<file path="config.mk">
export PLATFORM = sky130hd
export DESIGN_NAME = trpe_encoder
export DESIGN_NICKNAME = d
export VERILOG_FILES = /design/src/logic/trpe_encoder.v
export VERILOG_INCLUDE_DIRS = /design/src /design/src/logic
export SDC_FILE = /design/constraint.sdc
export NUM_CORES = 2
export LEC_CHECK = 0
export BUFFER_PORTS_ARGS = -buffer_cell sky130_fd_sc_hd__buf_4
export CORE_ASPECT_RATIO = 2
export CORE_MARGIN = 4
export CORE_UTILIZATION = 56
export DETAILED_ROUTE_END_ITERATION = 10
export PLACE_DENSITY = 0.75
export SYNTH_ARGS = -nofsm -noshare
export SYNTH_HDL_FRONTEND = slang
export SYNTH_SLANG_ARGS = --single-unit
</file>
<file path="constraint.sdc">
create_clock -name core_clk -period 10.9 [get_ports core_clk]
set_input_delay 0.545 -clock core_clk [delete_from_list [all_inputs] [get_ports core_clk]]
set_output_delay 0.545 -clock core_clk [all_outputs]
set_load 0.02 [all_outputs]
</file>
<file path="src/logic/trpe_defs.vh">
// Purpose: constants of the traffic report protocol encoder
// Assumes: included by logic/trpe_encoder.v only
// Notes: definitions only
`ifndef TRPE_DEFS_VH
`define TRPE_DEFS_VH
// Timing
`define TRPE_CLK_MHZ 125
`define TRPE_PERIOD_MS 1000
`define TRPE_PERIOD_CYC (`TRPE_PERIOD_MS * 1000 * `TRPE_CLK_MHZ)
// Register byte offsets
`define TRPE_REG_CTRL 8'h00
`define TRPE_REG_CONFIG 8'h04
`define TRPE_REG_STATUS 8'h08
// Field positions
`define TRPE_CTRL_PROTO 0
`define TRPE_CFG_SIC_LSB 0
`define TRPE_CFG_SAC_LSB 8
// Reset values
`define TRPE_CTRL_RST 1'b0
`define TRPE_SIC_RST 8'h00
`define TRPE_SAC_RST 8'h00
// Protocol selection codes
`define TRPE_PROTO_MAV 1'b0
`define TRPE_PROTO_ASX 1'b1
// Bus responses
`define TRPE_RESP_OKAY 2'h0
`define TRPE_RESP_SLVERR 2'h2
// Frame leading bytes and editions
`define TRPE_KIND_VEH 8'hF6
`define TRPE_KIND_COL 8'hF7
`define TRPE_CAT_REPORT 8'h15
`define TRPE_CAT_STATUS 8'h17
`define TRPE_ED_REPORT 8'h21
`define TRPE_ED_STATUS 8'h12
`define TRPE_GSS_TYPE 8'h02
// Beacon target identity and descriptors
`define TRPE_BEACON_SIC 8'hA1
`define TRPE_BEACON_SAC 8'h00
`define TRPE_ATP_NONICAO 3'h3
`define TRPE_ATP_ICAO 3'h0
`define TRPE_MOPS_VN 3'h2
// Frame lengths in bytes
`define TRPE_LEN_VEH 6'h27
`define TRPE_LEN_COL 6'h05
`define TRPE_LEN_ASX 6'h1E
`define TRPE_LEN_HB 6'h05
// Marker texts
`define TRPE_TXT_PRIVACY 64'h535445414C544820
`define TRPE_TXT_NOTRACK 64'h4E4F545241434B20
`endif

</file>
<file path="src/logic/trpe_encoder.v">
// Purpose: once-per-second traffic report framer, two output protocols
// Assumes: all inputs synchronous to core_clk; table written by tracker
// Notes: byte stream out with valid/ready; registers over AXI4-Lite
`timescale 1ns/1ns
`include "trpe_defs.vh"

// Overview of operation
// [RULE1] Protocol select chooses vehicle-message framing
// [RULE2] Every second, one vehicle message per aircraft
// [RULE3] Latitude, longitude signed 32-bit degrees times 1E7
// [RULE4] Altitude 32-bit millimetres, 8-bit altitude type
// [RULE5] Course centidegrees, horizontal speed cm/s, 16-bit
// [RULE6] Vertical speed cm/s, climb positive, 16-bit
// [RULE7] Callsign nine bytes, eight chars plus zero
// [RULE8] Whole seconds since last heard, 8-bit
// [RULE9] Beacon type map, first part, vehicle protocol
// [RULE10] Beacon type map, second part, vehicle protocol
// [RULE11] Beacon identifier fills the address field
// [RULE12] Vehicle message directly precedes collision message
// [RULE13] Record protocol: list every second, category 21
// [RULE14] Record protocol: category 23 heartbeat every second
// [RULE15] Identity settings usable only in record protocol
// [RULE16] Beacon targets use identity codes 161 and 0
// [RULE17] Address type 3 for non-transponder identifiers
// [RULE18] Beacon targets set version-not-supported bit
// [RULE19] Privacy or no-tracking marker text in identification
// [RULE20] Beacon type map, first part, record protocol
// [RULE21] Beacon type map, second part, record protocol
// [RULE22] Aircraft type is a 4-bit index
// [RULE23] Privacy and no-tracking flags are single bits
// [RULE24] Otherwise identification carries the normal callsign
// [RULE25] Protocol changes only at message boundaries
module trpe_encoder #(
  parameter [31:0] PERIOD_CYC = `TRPE_PERIOD_CYC
) (
  // Clock and reset
  input wire core_clk,
  input wire rst_b,
  // AXI4-Lite register slave
  input wire [7:0] s_axi_awaddr,
  input wire s_axi_awvalid,
  output wire s_axi_awready,
  input wire [31:0] s_axi_wdata,
  input wire [3:0] s_axi_wstrb,
  input wire s_axi_wvalid,
  output wire s_axi_wready,
  output reg [1:0] s_axi_bresp,
  output reg s_axi_bvalid,
  input wire s_axi_bready,
  input wire [7:0] s_axi_araddr,
  input wire s_axi_arvalid,
  output wire s_axi_arready,
  output reg [31:0] s_axi_rdata,
  output reg [1:0] s_axi_rresp,
  output reg s_axi_rvalid,
  input wire s_axi_rready,
  // Target table write port
  input wire tgt_wr,
  input wire tgt_clr,
  input wire [2:0] tgt_index,
  input wire [31:0] tgt_ident,
  input wire [31:0] tgt_lat,
  input wire [31:0] tgt_lon,
  input wire [31:0] tgt_alt,
  input wire [7:0] tgt_alt_type,
  input wire [15:0] tgt_heading,
  input wire [15:0] tgt_hvel,
  input wire [15:0] tgt_vvel,
  input wire [15:0] tgt_flags,
  input wire [15:0] tgt_squawk,
  input wire [63:0] tgt_callsign,
  input wire [7:0] tgt_emitter,
  input wire [3:0] tgt_actype,
  input wire tgt_beacon,
  input wire tgt_nonicao,
  input wire tgt_privacy,
  input wire tgt_notrack,
  // Collision notice request
  input wire coll_valid,
  input wire [2:0] coll_index,
  output wire coll_ready,
  // Byte stream to the serial transport
  output reg out_valid,
  output reg [7:0] out_data,
  output reg out_last,
  input wire out_ready
);

  // One-hot scheduler states
  localparam [3:0] ST_IDLE = 4'h1;
  localparam [3:0] ST_WALK = 4'h2;
  localparam [3:0] ST_LOAD = 4'h4;
  localparam [3:0] ST_SEND = 4'h8;
  // Frame kinds
  localparam [1:0] K_VEH = 2'h0;
  localparam [1:0] K_COL = 2'h1;
  localparam [1:0] K_ASX = 2'h2;
  localparam [1:0] K_HB = 2'h3;

  // Vehicle-protocol emitter category
  function [7:0] mav_emit;
    input [3:0] t;
    begin
      case (t)
        4'h1: mav_emit = 8'h09; // RULE9
        4'h2, 4'h5: mav_emit = 8'h01; // RULE9
        4'h3: mav_emit = 8'h07; // RULE9
        4'h4: mav_emit = 8'h0B; // RULE9
        4'h6, 4'h7: mav_emit = 8'h0C; // RULE9
        4'h8: mav_emit = 8'h01; // RULE10
        4'h9: mav_emit = 8'h03; // RULE10
        4'hB, 4'hC: mav_emit = 8'h0A; // RULE10
        4'hD: mav_emit = 8'h0E; // RULE10
        default: mav_emit = 8'h00; // RULE10 RULE22
      endcase
    end
  endfunction

  // Record-protocol emitter category
  function [7:0] asx_emit;
    input [3:0] t;
    begin
      case (t)
        4'h1: asx_emit = 8'h0B; // RULE20
        4'h2, 4'h8: asx_emit = 8'h01; // RULE20
        4'h3: asx_emit = 8'h0A; // RULE20
        4'h4: asx_emit = 8'h10; // RULE20
        4'h6, 4'h7: asx_emit = 8'h0F; // RULE20
        4'h5, 4'h9: asx_emit = 8'h02; // RULE21
        4'hB, 4'hC: asx_emit = 8'h0C; // RULE21
        4'hD: asx_emit = 8'h0D; // RULE21
        4'hF: asx_emit = 8'h17; // RULE21
        default: asx_emit = 8'h00; // RULE21 RULE22
      endcase
    end
  endfunction

  // Byte order reversal, 32 and 64 bits
  function [31:0] swap32;
    input [31:0] v;
    begin
      swap32 = {v[7:0], v[15:8], v[23:16], v[31:24]};
    end
  endfunction

  function [63:0] swap64;
    input [63:0] v;
    begin
      swap64 = {swap32(v[31:0]), swap32(v[63:32])};
    end
  endfunction

  // Target table storage
  reg [31:0] m_ident [0:7];
  reg [31:0] m_lat [0:7];
  reg [31:0] m_lon [0:7];
  reg [31:0] m_alt [0:7];
  reg [7:0] m_alt_type [0:7];
  reg [15:0] m_heading [0:7];
  reg [15:0] m_hvel [0:7];
  reg [15:0] m_vvel [0:7];
  reg [15:0] m_flags [0:7];
  reg [15:0] m_squawk [0:7];
  reg [63:0] m_call [0:7];
  reg [7:0] m_emit [0:7];
  reg [3:0] m_type [0:7];
  reg [3:0] m_bits [0:7]; // beacon, nonicao, privacy, notrack
  reg [7:0] tgt_valid; // Entry in use
  reg [7:0] age [0:7]; // Seconds since last heard

  // Registers and control
  reg proto_sel; // Software protocol choice
  reg [7:0] sic_set; // System identification setting
  reg [7:0] sac_set; // System area setting
  reg [31:0] sec_cnt; // Report period counter
  reg sec_tick; // One-cycle pulse per period
  reg list_pend; // Periodic list owed
  reg coll_pend; // Collision notice owed
  reg [2:0] coll_idx; // Entry named by the notice
  reg [3:0] state;
  reg [1:0] kind; // Frame being sent
  reg active_proto; // Protocol of the current batch
  reg chain_col; // Collision follows this vehicle frame
  reg in_list; // Walking the periodic list
  reg [3:0] scan; // Walk position, 8 means done
  reg [2:0] cur_idx;
  reg [5:0] bidx; // Next byte of the frame
  reg [5:0] flen; // Frame length
  reg [15:0] frame_cnt; // Frames completed
  // Latched entry
  reg [31:0] c_ident, c_lat, c_lon, c_alt;
  reg [15:0] c_heading, c_hvel, c_vvel, c_flags, c_squawk;
  reg [7:0] c_alt_type, c_emit, c_age;
  reg [63:0] c_call;
  reg [3:0] c_type, c_bits;
  // AXI bookkeeping
  reg aw_got, w_got;
  reg [7:0] aw_addr;
  reg [31:0] w_data;
  reg [3:0] w_strb;

  // Second ticker
  always @(posedge core_clk or negedge rst_b) begin
    if (!rst_b) begin
      sec_cnt <= 32'h0;
      sec_tick <= 1'b0;
    end else if (sec_cnt == PERIOD_CYC - 32'h1) begin
      sec_cnt <= 32'h0;
      sec_tick <= 1'b1; // RULE2 RULE13 RULE14
    end else begin
      sec_cnt <= sec_cnt + 32'h1;
      sec_tick <= 1'b0;
    end
  end

  // Table write; storage needs no reset
  always @(posedge core_clk) begin
    if (tgt_wr) begin
      m_ident[tgt_index] <= tgt_ident; // RULE11
      m_lat[tgt_index] <= tgt_lat;
      m_lon[tgt_index] <= tgt_lon;
      m_alt[tgt_index] <= tgt_alt;
      m_alt_type[tgt_index] <= tgt_alt_type;
      m_heading[tgt_index] <= tgt_heading;
      m_hvel[tgt_index] <= tgt_hvel;
      m_vvel[tgt_index] <= tgt_vvel;
      m_flags[tgt_index] <= tgt_flags;
      m_squawk[tgt_index] <= tgt_squawk;
      m_call[tgt_index] <= tgt_callsign;
      m_emit[tgt_index] <= tgt_emitter;
      m_type[tgt_index] <= tgt_actype; // RULE22
      m_bits[tgt_index] <= {tgt_beacon, tgt_nonicao,
        tgt_privacy, tgt_notrack}; // RULE23
    end
  end

  // Per-entry valid flag and age; a write restarts the age
  genvar g;
  generate
    for (g = 0; g < 8; g = g + 1) begin : g_entry
      always @(posedge core_clk or negedge rst_b) begin
        if (!rst_b) begin
          tgt_valid[g] <= 1'b0;
          age[g] <= 8'h00;
        end else if (tgt_wr && tgt_index == g) begin
          tgt_valid[g] <= 1'b1;
          age[g] <= 8'h00;
        end else begin
          if (tgt_clr && tgt_index == g)
            tgt_valid[g] <= 1'b0;
          if (sec_tick && age[g] != 8'hFF)
            age[g] <= age[g] + 8'h01; // RULE8
        end
      end
    end
  endgenerate

  // AXI handshakes: one write and one read in flight
  assign s_axi_awready = !aw_got && !s_axi_bvalid;
  assign s_axi_wready = !w_got && !s_axi_bvalid;
  assign s_axi_arready = !s_axi_rvalid;
  assign coll_ready = !coll_pend;

  // Register write path
  always @(posedge core_clk or negedge rst_b) begin
    if (!rst_b) begin
      aw_got <= 1'b0;
      w_got <= 1'b0;
      aw_addr <= 8'h00;
      w_data <= 32'h00000000;
      w_strb <= 4'h0;
      s_axi_bvalid <= 1'b0;
      s_axi_bresp <= `TRPE_RESP_OKAY;
      proto_sel <= `TRPE_CTRL_RST;
      sic_set <= `TRPE_SIC_RST;
      sac_set <= `TRPE_SAC_RST;
    end else begin
      // Capture address and data in either order
      if (s_axi_awvalid && s_axi_awready) begin
        aw_got <= 1'b1;
        aw_addr <= s_axi_awaddr;
      end
      if (s_axi_wvalid && s_axi_wready) begin
        w_got <= 1'b1;
        w_data <= s_axi_wdata;
        w_strb <= s_axi_wstrb;
      end
      // Both halves present: commit and answer
      if (aw_got && w_got) begin
        aw_got <= 1'b0;
        w_got <= 1'b0;
        s_axi_bvalid <= 1'b1;
        s_axi_bresp <= `TRPE_RESP_OKAY;
        case (aw_addr)
          `TRPE_REG_CTRL: begin
            if (w_strb[0])
              proto_sel <= w_data[`TRPE_CTRL_PROTO]; // RULE1
          end
          `TRPE_REG_CONFIG: begin
            // Identity settings writable only in record mode
            if (proto_sel == `TRPE_PROTO_ASX && w_strb[0])
              sic_set <= w_data[`TRPE_CFG_SIC_LSB +: 8]; // RULE15
            if (proto_sel == `TRPE_PROTO_ASX && w_strb[1])
              sac_set <= w_data[`TRPE_CFG_SAC_LSB +: 8]; // RULE15
          end
          `TRPE_REG_STATUS: ; // Read only, write ignored
          default: s_axi_bresp <= `TRPE_RESP_SLVERR;
        endcase
      end else if (s_axi_bvalid && s_axi_bready) begin
        s_axi_bvalid <= 1'b0;
      end
    end
  end

  // Register read path
  always @(posedge core_clk or negedge rst_b) begin
    if (!rst_b) begin
      s_axi_rvalid <= 1'b0;
      s_axi_rdata <= 32'h00000000;
      s_axi_rresp <= `TRPE_RESP_OKAY;
    end else if (s_axi_arvalid && s_axi_arready) begin
      s_axi_rvalid <= 1'b1;
      s_axi_rresp <= `TRPE_RESP_OKAY;
      case (s_axi_araddr)
        `TRPE_REG_CTRL: s_axi_rdata <= {31'h0, proto_sel};
        `TRPE_REG_CONFIG: begin
          // Settings hidden outside record mode
          if (proto_sel == `TRPE_PROTO_ASX)
            s_axi_rdata <= {16'h0000, sac_set, sic_set}; // RULE15
          else
            s_axi_rdata <= 32'h00000000;
        end
        `TRPE_REG_STATUS:
          s_axi_rdata <= {frame_cnt, tgt_valid, 6'h00,
                          active_proto, state != ST_IDLE};
        default: begin
          s_axi_rdata <= 32'h00000000;
          s_axi_rresp <= `TRPE_RESP_SLVERR;
        end
      endcase
    end else if (s_axi_rvalid && s_axi_rready) begin
      s_axi_rvalid <= 1'b0;
    end
  end

  // Frame contents, byte 0 in the low bits
  reg [311:0] frame_vec;
  reg [63:0] tid;
  reg [7:0] sac_b, sic_b;
  always @* begin
    frame_vec = 312'h0;
    tid = c_call; // RULE24
    if (c_bits[1])
      tid = `TRPE_TXT_PRIVACY; // RULE19
    else if (c_bits[0])
      tid = `TRPE_TXT_NOTRACK; // RULE19
    sac_b = c_bits[3] ? `TRPE_BEACON_SAC : sac_set; // RULE16
    sic_b = c_bits[3] ? `TRPE_BEACON_SIC : sic_set; // RULE16
    case (kind)
      K_VEH: begin
        // Little-endian fields in message order
        frame_vec = {c_age, // RULE8
          c_bits[3] ? mav_emit(c_type) : c_emit, // RULE9 RULE10
          8'h00, swap64(c_call), // RULE7
          c_alt_type, c_squawk, c_flags, // RULE4
          c_vvel, c_hvel, c_heading, // RULE5 RULE6
          c_alt, c_lon, c_lat, // RULE3 RULE4
          c_ident, `TRPE_KIND_VEH}; // RULE11
      end
      K_COL: frame_vec = {272'h0, c_ident, `TRPE_KIND_COL}; // RULE12
      K_ASX: begin
        // Big-endian record items
        frame_vec = {72'h0, swap64(tid), swap32(c_alt),
          swap32(c_lon), swap32(c_lat),
          c_ident[7:0], c_ident[15:8], c_ident[23:16],
          c_bits[3] ? asx_emit(c_type) : c_emit, // RULE20 RULE21
          {1'b0, c_bits[3], `TRPE_MOPS_VN, 3'h0}, // RULE18
          {(c_bits[2] ? `TRPE_ATP_NONICAO
            : `TRPE_ATP_ICAO), 5'h00}, // RULE17
          sic_b, sac_b, `TRPE_ED_REPORT, `TRPE_CAT_REPORT}; // RULE13
      end
      default: frame_vec = {272'h0, `TRPE_GSS_TYPE, sic_set, sac_set,
          `TRPE_ED_STATUS, `TRPE_CAT_STATUS}; // RULE14
    endcase
  end

  // Entry snapshot so a table write cannot tear a frame; no reset needed
  always @(posedge core_clk) begin
    if (state == ST_LOAD) begin
      c_ident <= m_ident[cur_idx];
      c_lat <= m_lat[cur_idx];
      c_lon <= m_lon[cur_idx];
      c_alt <= m_alt[cur_idx];
      c_alt_type <= m_alt_type[cur_idx];
      c_heading <= m_heading[cur_idx];
      c_hvel <= m_hvel[cur_idx];
      c_vvel <= m_vvel[cur_idx];
      c_flags <= m_flags[cur_idx];
      c_squawk <= m_squawk[cur_idx];
      c_call <= m_call[cur_idx];
      c_emit <= m_emit[cur_idx];
      c_type <= m_type[cur_idx];
      c_bits <= m_bits[cur_idx];
      c_age <= age[cur_idx];
    end
  end

  // Scheduler and byte sender
  always @(posedge core_clk or negedge rst_b) begin
    if (!rst_b) begin
      state <= ST_IDLE;
      kind <= K_VEH;
      active_proto <= `TRPE_PROTO_MAV;
      chain_col <= 1'b0;
      in_list <= 1'b0;
      scan <= 4'h0;
      cur_idx <= 3'h0;
      bidx <= 6'h00;
      flen <= 6'h00;
      frame_cnt <= 16'h0000;
      list_pend <= 1'b0;
      coll_pend <= 1'b0;
      coll_idx <= 3'h0;
      out_valid <= 1'b0;
      out_data <= 8'h00;
      out_last <= 1'b0;
    end else begin
      // Pending owed work; a new tick wins over the clear below
      if (sec_tick)
        list_pend <= 1'b1;
      if (coll_valid && coll_ready) begin
        coll_pend <= 1'b1;
        coll_idx <= coll_index;
      end
      case (state)
        ST_IDLE: begin
          // Protocol sampled only between frames
          active_proto <= proto_sel; // RULE25
          if (coll_pend) begin
            coll_pend <= 1'b0;
            if (proto_sel == `TRPE_PROTO_MAV) begin
              cur_idx <= coll_idx;
              kind <= K_VEH;
              chain_col <= 1'b1; // RULE12
              state <= ST_LOAD;
            end
          end else if (list_pend) begin
            list_pend <= sec_tick;
            in_list <= 1'b1;
            scan <= 4'h0;
            kind <= K_VEH;
            state <= ST_WALK; // RULE2 RULE13
          end
        end
        ST_WALK: begin
          if (scan[3]) begin
            // Heartbeat closes a record-mode batch
            if (active_proto == `TRPE_PROTO_ASX && kind != K_HB) begin
              kind <= K_HB; // RULE14
              state <= ST_LOAD;
            end else begin
              in_list <= 1'b0;
              state <= ST_IDLE;
            end
          end else begin
            scan <= scan + 4'h1;
            if (tgt_valid[scan[2:0]]) begin
              cur_idx <= scan[2:0];
              kind <= (active_proto == `TRPE_PROTO_ASX) ? K_ASX
                : K_VEH; // RULE1
              state <= ST_LOAD;
            end
          end
        end
        ST_LOAD: begin
          case (kind)
            K_VEH: flen <= `TRPE_LEN_VEH;
            K_COL: flen <= `TRPE_LEN_COL;
            K_ASX: flen <= `TRPE_LEN_ASX;
            default: flen <= `TRPE_LEN_HB;
          endcase
          bidx <= 6'h00;
          state <= ST_SEND;
        end
        ST_SEND: begin
          if (!out_valid || out_ready) begin
            if (bidx != flen) begin
              out_valid <= 1'b1;
              out_data <= frame_vec[{bidx, 3'h0} +: 8];
              out_last <= (bidx == flen - 6'h01);
              bidx <= bidx + 6'h01;
            end else begin
              // Last byte taken: choose what follows
              out_valid <= 1'b0;
              out_last <= 1'b0;
              frame_cnt <= frame_cnt + 16'h0001;
              if (chain_col) begin
                chain_col <= 1'b0;
                kind <= K_COL; // RULE12
                state <= ST_LOAD;
              end else if (in_list) begin
                state <= ST_WALK;
              end else begin
                state <= ST_IDLE;
              end
            end
          end
        end
        default: state <= ST_IDLE;
      endcase
    end
  end

endmodule // trpe_encoder

</file>
Word level (Yosys, flattened, before mapping)
Memories as Yosys holds them, arrays and structs flattened. A register that Yosys moved wholly into a read port is not among the register bits.
Cells that the tools add are included.

word-level totals
  flip-flop bits (word level) = 255
  RAM bits = 2,368
  bits in read-only memories = 144
  bits of input ports = 365
  output and inout port bits = 52
  logic and storage cells = 331
  memories = 16

memories
  name          words  bits a word  read ports  clocked after Yosys merged registers in  wr ports  line                source
  m_call        8      64           1           1                                        1         trpe_encoder.v:164  reg [63:0] m_call [0:7];
  m_alt         8      32           1           1                                        1         trpe_encoder.v:157  reg [31:0] m_alt [0:7];
  m_ident       8      32           1           1                                        1         trpe_encoder.v:154  reg [31:0] m_ident [0:7];
  m_lat         8      32           1           1                                        1         trpe_encoder.v:155  reg [31:0] m_lat [0:7];
  m_lon         8      32           1           1                                        1         trpe_encoder.v:156  reg [31:0] m_lon [0:7];
  m_flags       8      16           1           1                                        1         trpe_encoder.v:162  reg [15:0] m_flags [0:7];
  +10 memories  --     --           --          --                                       --        --

operators by class
  add/sub/neg operators = 13
  order comparisons = 2
  equal/unequal tests = 46
  shifts and indexed selects = 1
  muxes and demuxes = 115
  bitwise operators = 2
  reduce and logical (&&, ||, !) cells = 87

operator list
  cell                     count
  $pmux W312 S3            1
  $shiftx A312 B10 Y8      1
  $mux W8                  22
  $mux W64                 2
  $pmux W32 S3             1
  $add A8 B1 Y8 const B    8
  $ne A8 B8 Y1 const B     8
  $reduce_bool A2 Y1       23
  $mux W1                  45
  $mux W4                  10
  $logic_and A1 B1 Y1      36
  $add A32 B1 Y32 const B  1
  $eq A32 B27 Y1 const B   1
  $mux W32                 1
  $mux W2                  14
  $ne A2 B2 Y1 const B     13
  $bmux W8 S3              1
  $pmux W6 S2              2
  $reduce_and A3 Y1        7
  $reduce_and A5 Y1        4
  $mux W3                  6
  $add A16 B1 Y16 const B  1
  $eq A8 B3 Y1 const B     2
  $eq A8 B4 Y1 const B     2
  38 further kinds         54

Depth between registers and ports, before layout
  depth in word-level cells = 5
  depth in mapped cells = 12
  gate-level depth less buffers = 9

Worst setup path before layout
Ideal clock, no wire load.

  path kind = in2reg
  from = input tgt_index[0]
  to = memory m_alt[0][0] (enable)
  library setup time = 1.336 ns
  arrival time = 21.174 ns
  data required time = 9.564 ns
  path slack = -11.610 ns
  cell stages on the path = 2
  buffers on the path = 1
  cells stage by stage = clkbuf_1 > nor3_1

RTL lines
  what                line                source
  start: declaration  trpe_encoder.v:60   input wire [2:0] tgt_index,
  end: declaration    trpe_encoder.v:157

Straight into the memory's write port.

Final worst setup path
  from = register bidx[0]
  to = register out_data[5]

on the way
  cells in the longest elaborated chain, start to end = 2
  elaborated cells on any way between the ends = 3
  those cells by class = eq/ne: 1; shift: 1; reduce/logical: 1

RTL lines
  what                                                         line                source
  start: declaration                                           trpe_encoder.v:187  reg [5:0] bidx;
  start signal: assignment                                     trpe_encoder.v:491  bidx <= bidx + 6'h01;
  branches (longest 2 deep; another with $shiftx A312 B10 Y8)  --
  end signal: assignment                                       trpe_encoder.v:489  out_data <= frame_vec[{bidx, 3'h0} +: 8];
  end: declaration                                             trpe_encoder.v:84   output reg [7:0] out_data,

Several ways; the timed one is not identified.
A chain may end at the register's enable or synchronous reset.

==> key figures <==
Outcome
  – Status: finished, violations left
  – Failing checks: slew limit

Logic synthesis
  – #FFs+latches synth: 2916
  – Most used DFF post-synth: edfxtp_1
  – Distinct cell type count after synthesis: 86
  – Synth warn: 0
  – Sequential area share after synthesis: 75.7%
  – Cells after Synth: 5539
  – Post-synth ARST share: 8.37%
  – Post-synth EDFFs: 2672
  – Avg Cell Area, Syn: 20.6 µm²
  – Mapped Area: 114000 µm²

Timing
  – Worst Tran Pin Value: 1.64 ns
  – Final period util: 39.1%
  – Final-report hold violation count: 0
  – Max Clock Skew: 0.0665 ns
  – Setup WS post-layout: 6.63 ns
  – Final setup viols: 0
  – Slew margin rel.: -9.30%
  – Slew Viols, Final: 1
  – Final Critical Period: 4.27 ns
  – RSZ-0062 raised after global routing: false
  – Max Freq: 234 MHz
  – TNS Setup: 0 ns

Hold path
  – Hold Crit Class: primary input to flop

GRT
  – Initial antenna violation count: 61
  – Largest net degree at the start of global routing: 129
  – First-pass GRT wire length: 425 mm
  – Total global routing overflow: 0
  – Vias in the first global route: 59300
  – Gr usage total: 27.8%

Worst setup path
  – Crit Path Class: flop to flop
  – Crit-path max cell delay: 1.06 ns
  – WP data required: 11.61 ns
  – Crit-path leading delay family: compound AO/OA/AOI/OAI gates
  – Crit path max fanout: 38
  – Most common cell on crit path: buf_4
  – Crit path max-delay cell type: a2111oi_1
  – Arr. time, crit path: 4.98 ns
  – Cell breakdown of the critical path: buf_4 -> buf_4 -> nor2_2 -> buf_4 -> a22oi_1 -> o22ai_1 -> a2111oi_1 -> nor3_1 -> a211oi_1 -> o31ai_1
  – Crit end category: flop
  – Critical path startpoint category: flop
  – Worst path bufs/invs: 3

Floorplan
  – Initial core utilization: 56.2%
  – Row count: 234
  – Core ar.: 203000 µm²
  – Die X: 327 µm
  – IO Pins: 417
  – Die area: 211000 µm²
  – Die H: 646 µm

Routing
  – Post-route DRC violation count: 0
  – Via count: 58000
  – Routed WL: 292 mm
  – Antenna Nets Post-Route: 0
  – 1st-iter DRT viols: 6094
  – TritonRoute pass-1 iters: 6
  – Drt via density: 6.25
  – WL/cell: 31.5 µm

Clock tree
  – CTS max path bufs: 4
  – # hold bufs at CTS: 332
  – Clk sinks: 2916
  – CTS H-tree lvls: 4
  – Worst-path clk slew: 0.07 ns
  – Clk_lat worst skew: 0.92 ns
  – CTS buffer count: 238
  – Resized Gates After CTS: 0
  – Setup bufs post-CTS: 0
  – CTS tree: yes
  – Root buf cell: clkbuf_16

Placed design
  – Cell area after placement: 120000 µm²
  – Placed instance count: 8463
  – DP HPWL: 180 mm
  – RePlAce Congestion: 1.02
  – Placement-stage worst setup slack: 6.63 ns
  – Port Buffers: 396

Pwr
  – Power density cells: 228 nW/µm²
  – Peak supply drop: 0.214 mV
  – Pleak: 43.1 nW

Finish
  – FILL cells: 13000
  – Final instance area: 132000 µm²
  – Area growth syn-to-layout: 15.5%
  – Final core utilization: 64.9%
  – Fraction of layout cells with a size suffix above 1: 28.9%
  – Flip-flop and latch area: 86400 µm²
  – Commonest non-fill, non-tap cell in the layout: edfxtp_1
  – Post-layout net count: 6704
  – Fin cells: 9278
  – Area of the multi-input gates: 26500 µm²
  – Most frequent cells in the layout: edfxtp_1 (2672), mux4_2 (630), buf_4 (476)

Run
  – Maxcap violations: 0
## stage by stage
stage | hold slack, ns | power, mW
global placement | 0.452 | 21.2
finish | 0.0659 | 30.0
floorplan | 0.249 | 18.8
detailed placement | 0.455 | 21.3
global route | 0.0736 | 31.0
CTS | 0.0201 | 30.2
## synthesized netlist by cell type, types with 10 or more instances
library cell	n	area share [%]
a21oi_1	77	0.34
xnor2_1	59	0.45
o22ai_1	40	0.22
or3_1	11	0.060
dfrtp_1	243	5.3
a31oi_1	20	0.11
o21ai_1	11	0.048
xor2_1	51	0.39
nand2_1	172	0.57
buf_1	73	0.24
nor2b_1	20	0.11
buf_2	35	0.15
and3_1	22	0.12
nand3_1	78	0.34
a211oi_1	10	0.066
o221ai_1	19	0.15
nand4_1	10	0.055
mux2_2	368	3.6
inv_1	37	0.12
nor2_1	207	0.68
ha_1	18	0.20
nand2b_1	20	0.11
clkbuf_1	169	0.56
mux4_2	630	12
a221oi_1	16	0.12
edfxtp_1	2672	70
mux2i_1	117	1.0
a22oi_1	20	0.13
o21ai_0	120	0.53
nor3_1	28	0.12
## state kept, by name, summed over array words and instances (netlist names), 256 cells and up
signal	flops
m_lat	256
m_call	512
m_alt	256
m_ident	256
m_lon	256
## power by group
part | internal [mW] | switching, mW
sequential | 13.3 | 0.727
combinational | 3.38 | 3.88
clock | 4.87 | 3.90
total | 21.5 | 8.51
## kinds of logic after synthesis
group,count (synthesis),synth area share (%)
compound gates,431,2.46
buf+inv,325,1.14
xor+xnor,110,0.845
flops,2916,75.7
simple gates,620,2.52
mux,1118,17.1
other cells,1,0.00329
fa+ha+maj,18,0.197
## worst reg2reg max path: stages (launching register included)
cell	delay (ns)
dfrtp_4	0.73
buf_4	0.58
buf_4	0.70
nor2_2	0.11
buf_4	0.23
a22oi_1	0.19
o22ai_1	0.11
a2111oi_1	1.06
nor3_1	0.09
a211oi_1	0.23
o31ai_1	0.10
## metal layers
layer	GRT usage, %	part of all wire [%]	vias to the layer above
li1	-	-	24300
met3	5.01	7.7	614
met4	13.2	5.6	28
met5	0	0.052	-
met2	45.5	50	2672
met1	36.7	37	30400
## area by class of cell
type | instances | area share, %
inverters | 39 | 0.117
well taps | 2714 | 2.58
flip-flops and latches | 2916 | 65.6
repair buffers | 827 | 5.52
clock buffers | 269 | 4.64
multi-input cells | 2299 | 20.1
diodes | 43 | 0.0817
clock inverters | 171 | 1.38
## path summary, 6_finish.rpt
kind                                       start                          to  depth (start not counted)  slack [ns]
setup / recovery             bidx[0]$_DFFE_PN0P_     out_data[5]$_DFFE_PN0P_                         10        6.63
hold / removal                   s_axi_araddr[2]  s_axi_rdata[0]$_DFFE_PN0P_                          4        0.07
setup reg to reg             bidx[0]$_DFFE_PN0P_     out_data[5]$_DFFE_PN0P_                         10        6.63
hold reg to reg            sec_cnt[31]$_DFF_PN0_       sec_cnt[31]$_DFF_PN0_                          1        0.48
max in group asynchronous                  rst_b         bidx[0]$_DFFE_PN0P_                          3        8.92
min in group asynchronous                  rst_b       sec_cnt[17]$_DFF_PN0_                          2        0.23
(Power assumes the default switching activity.)
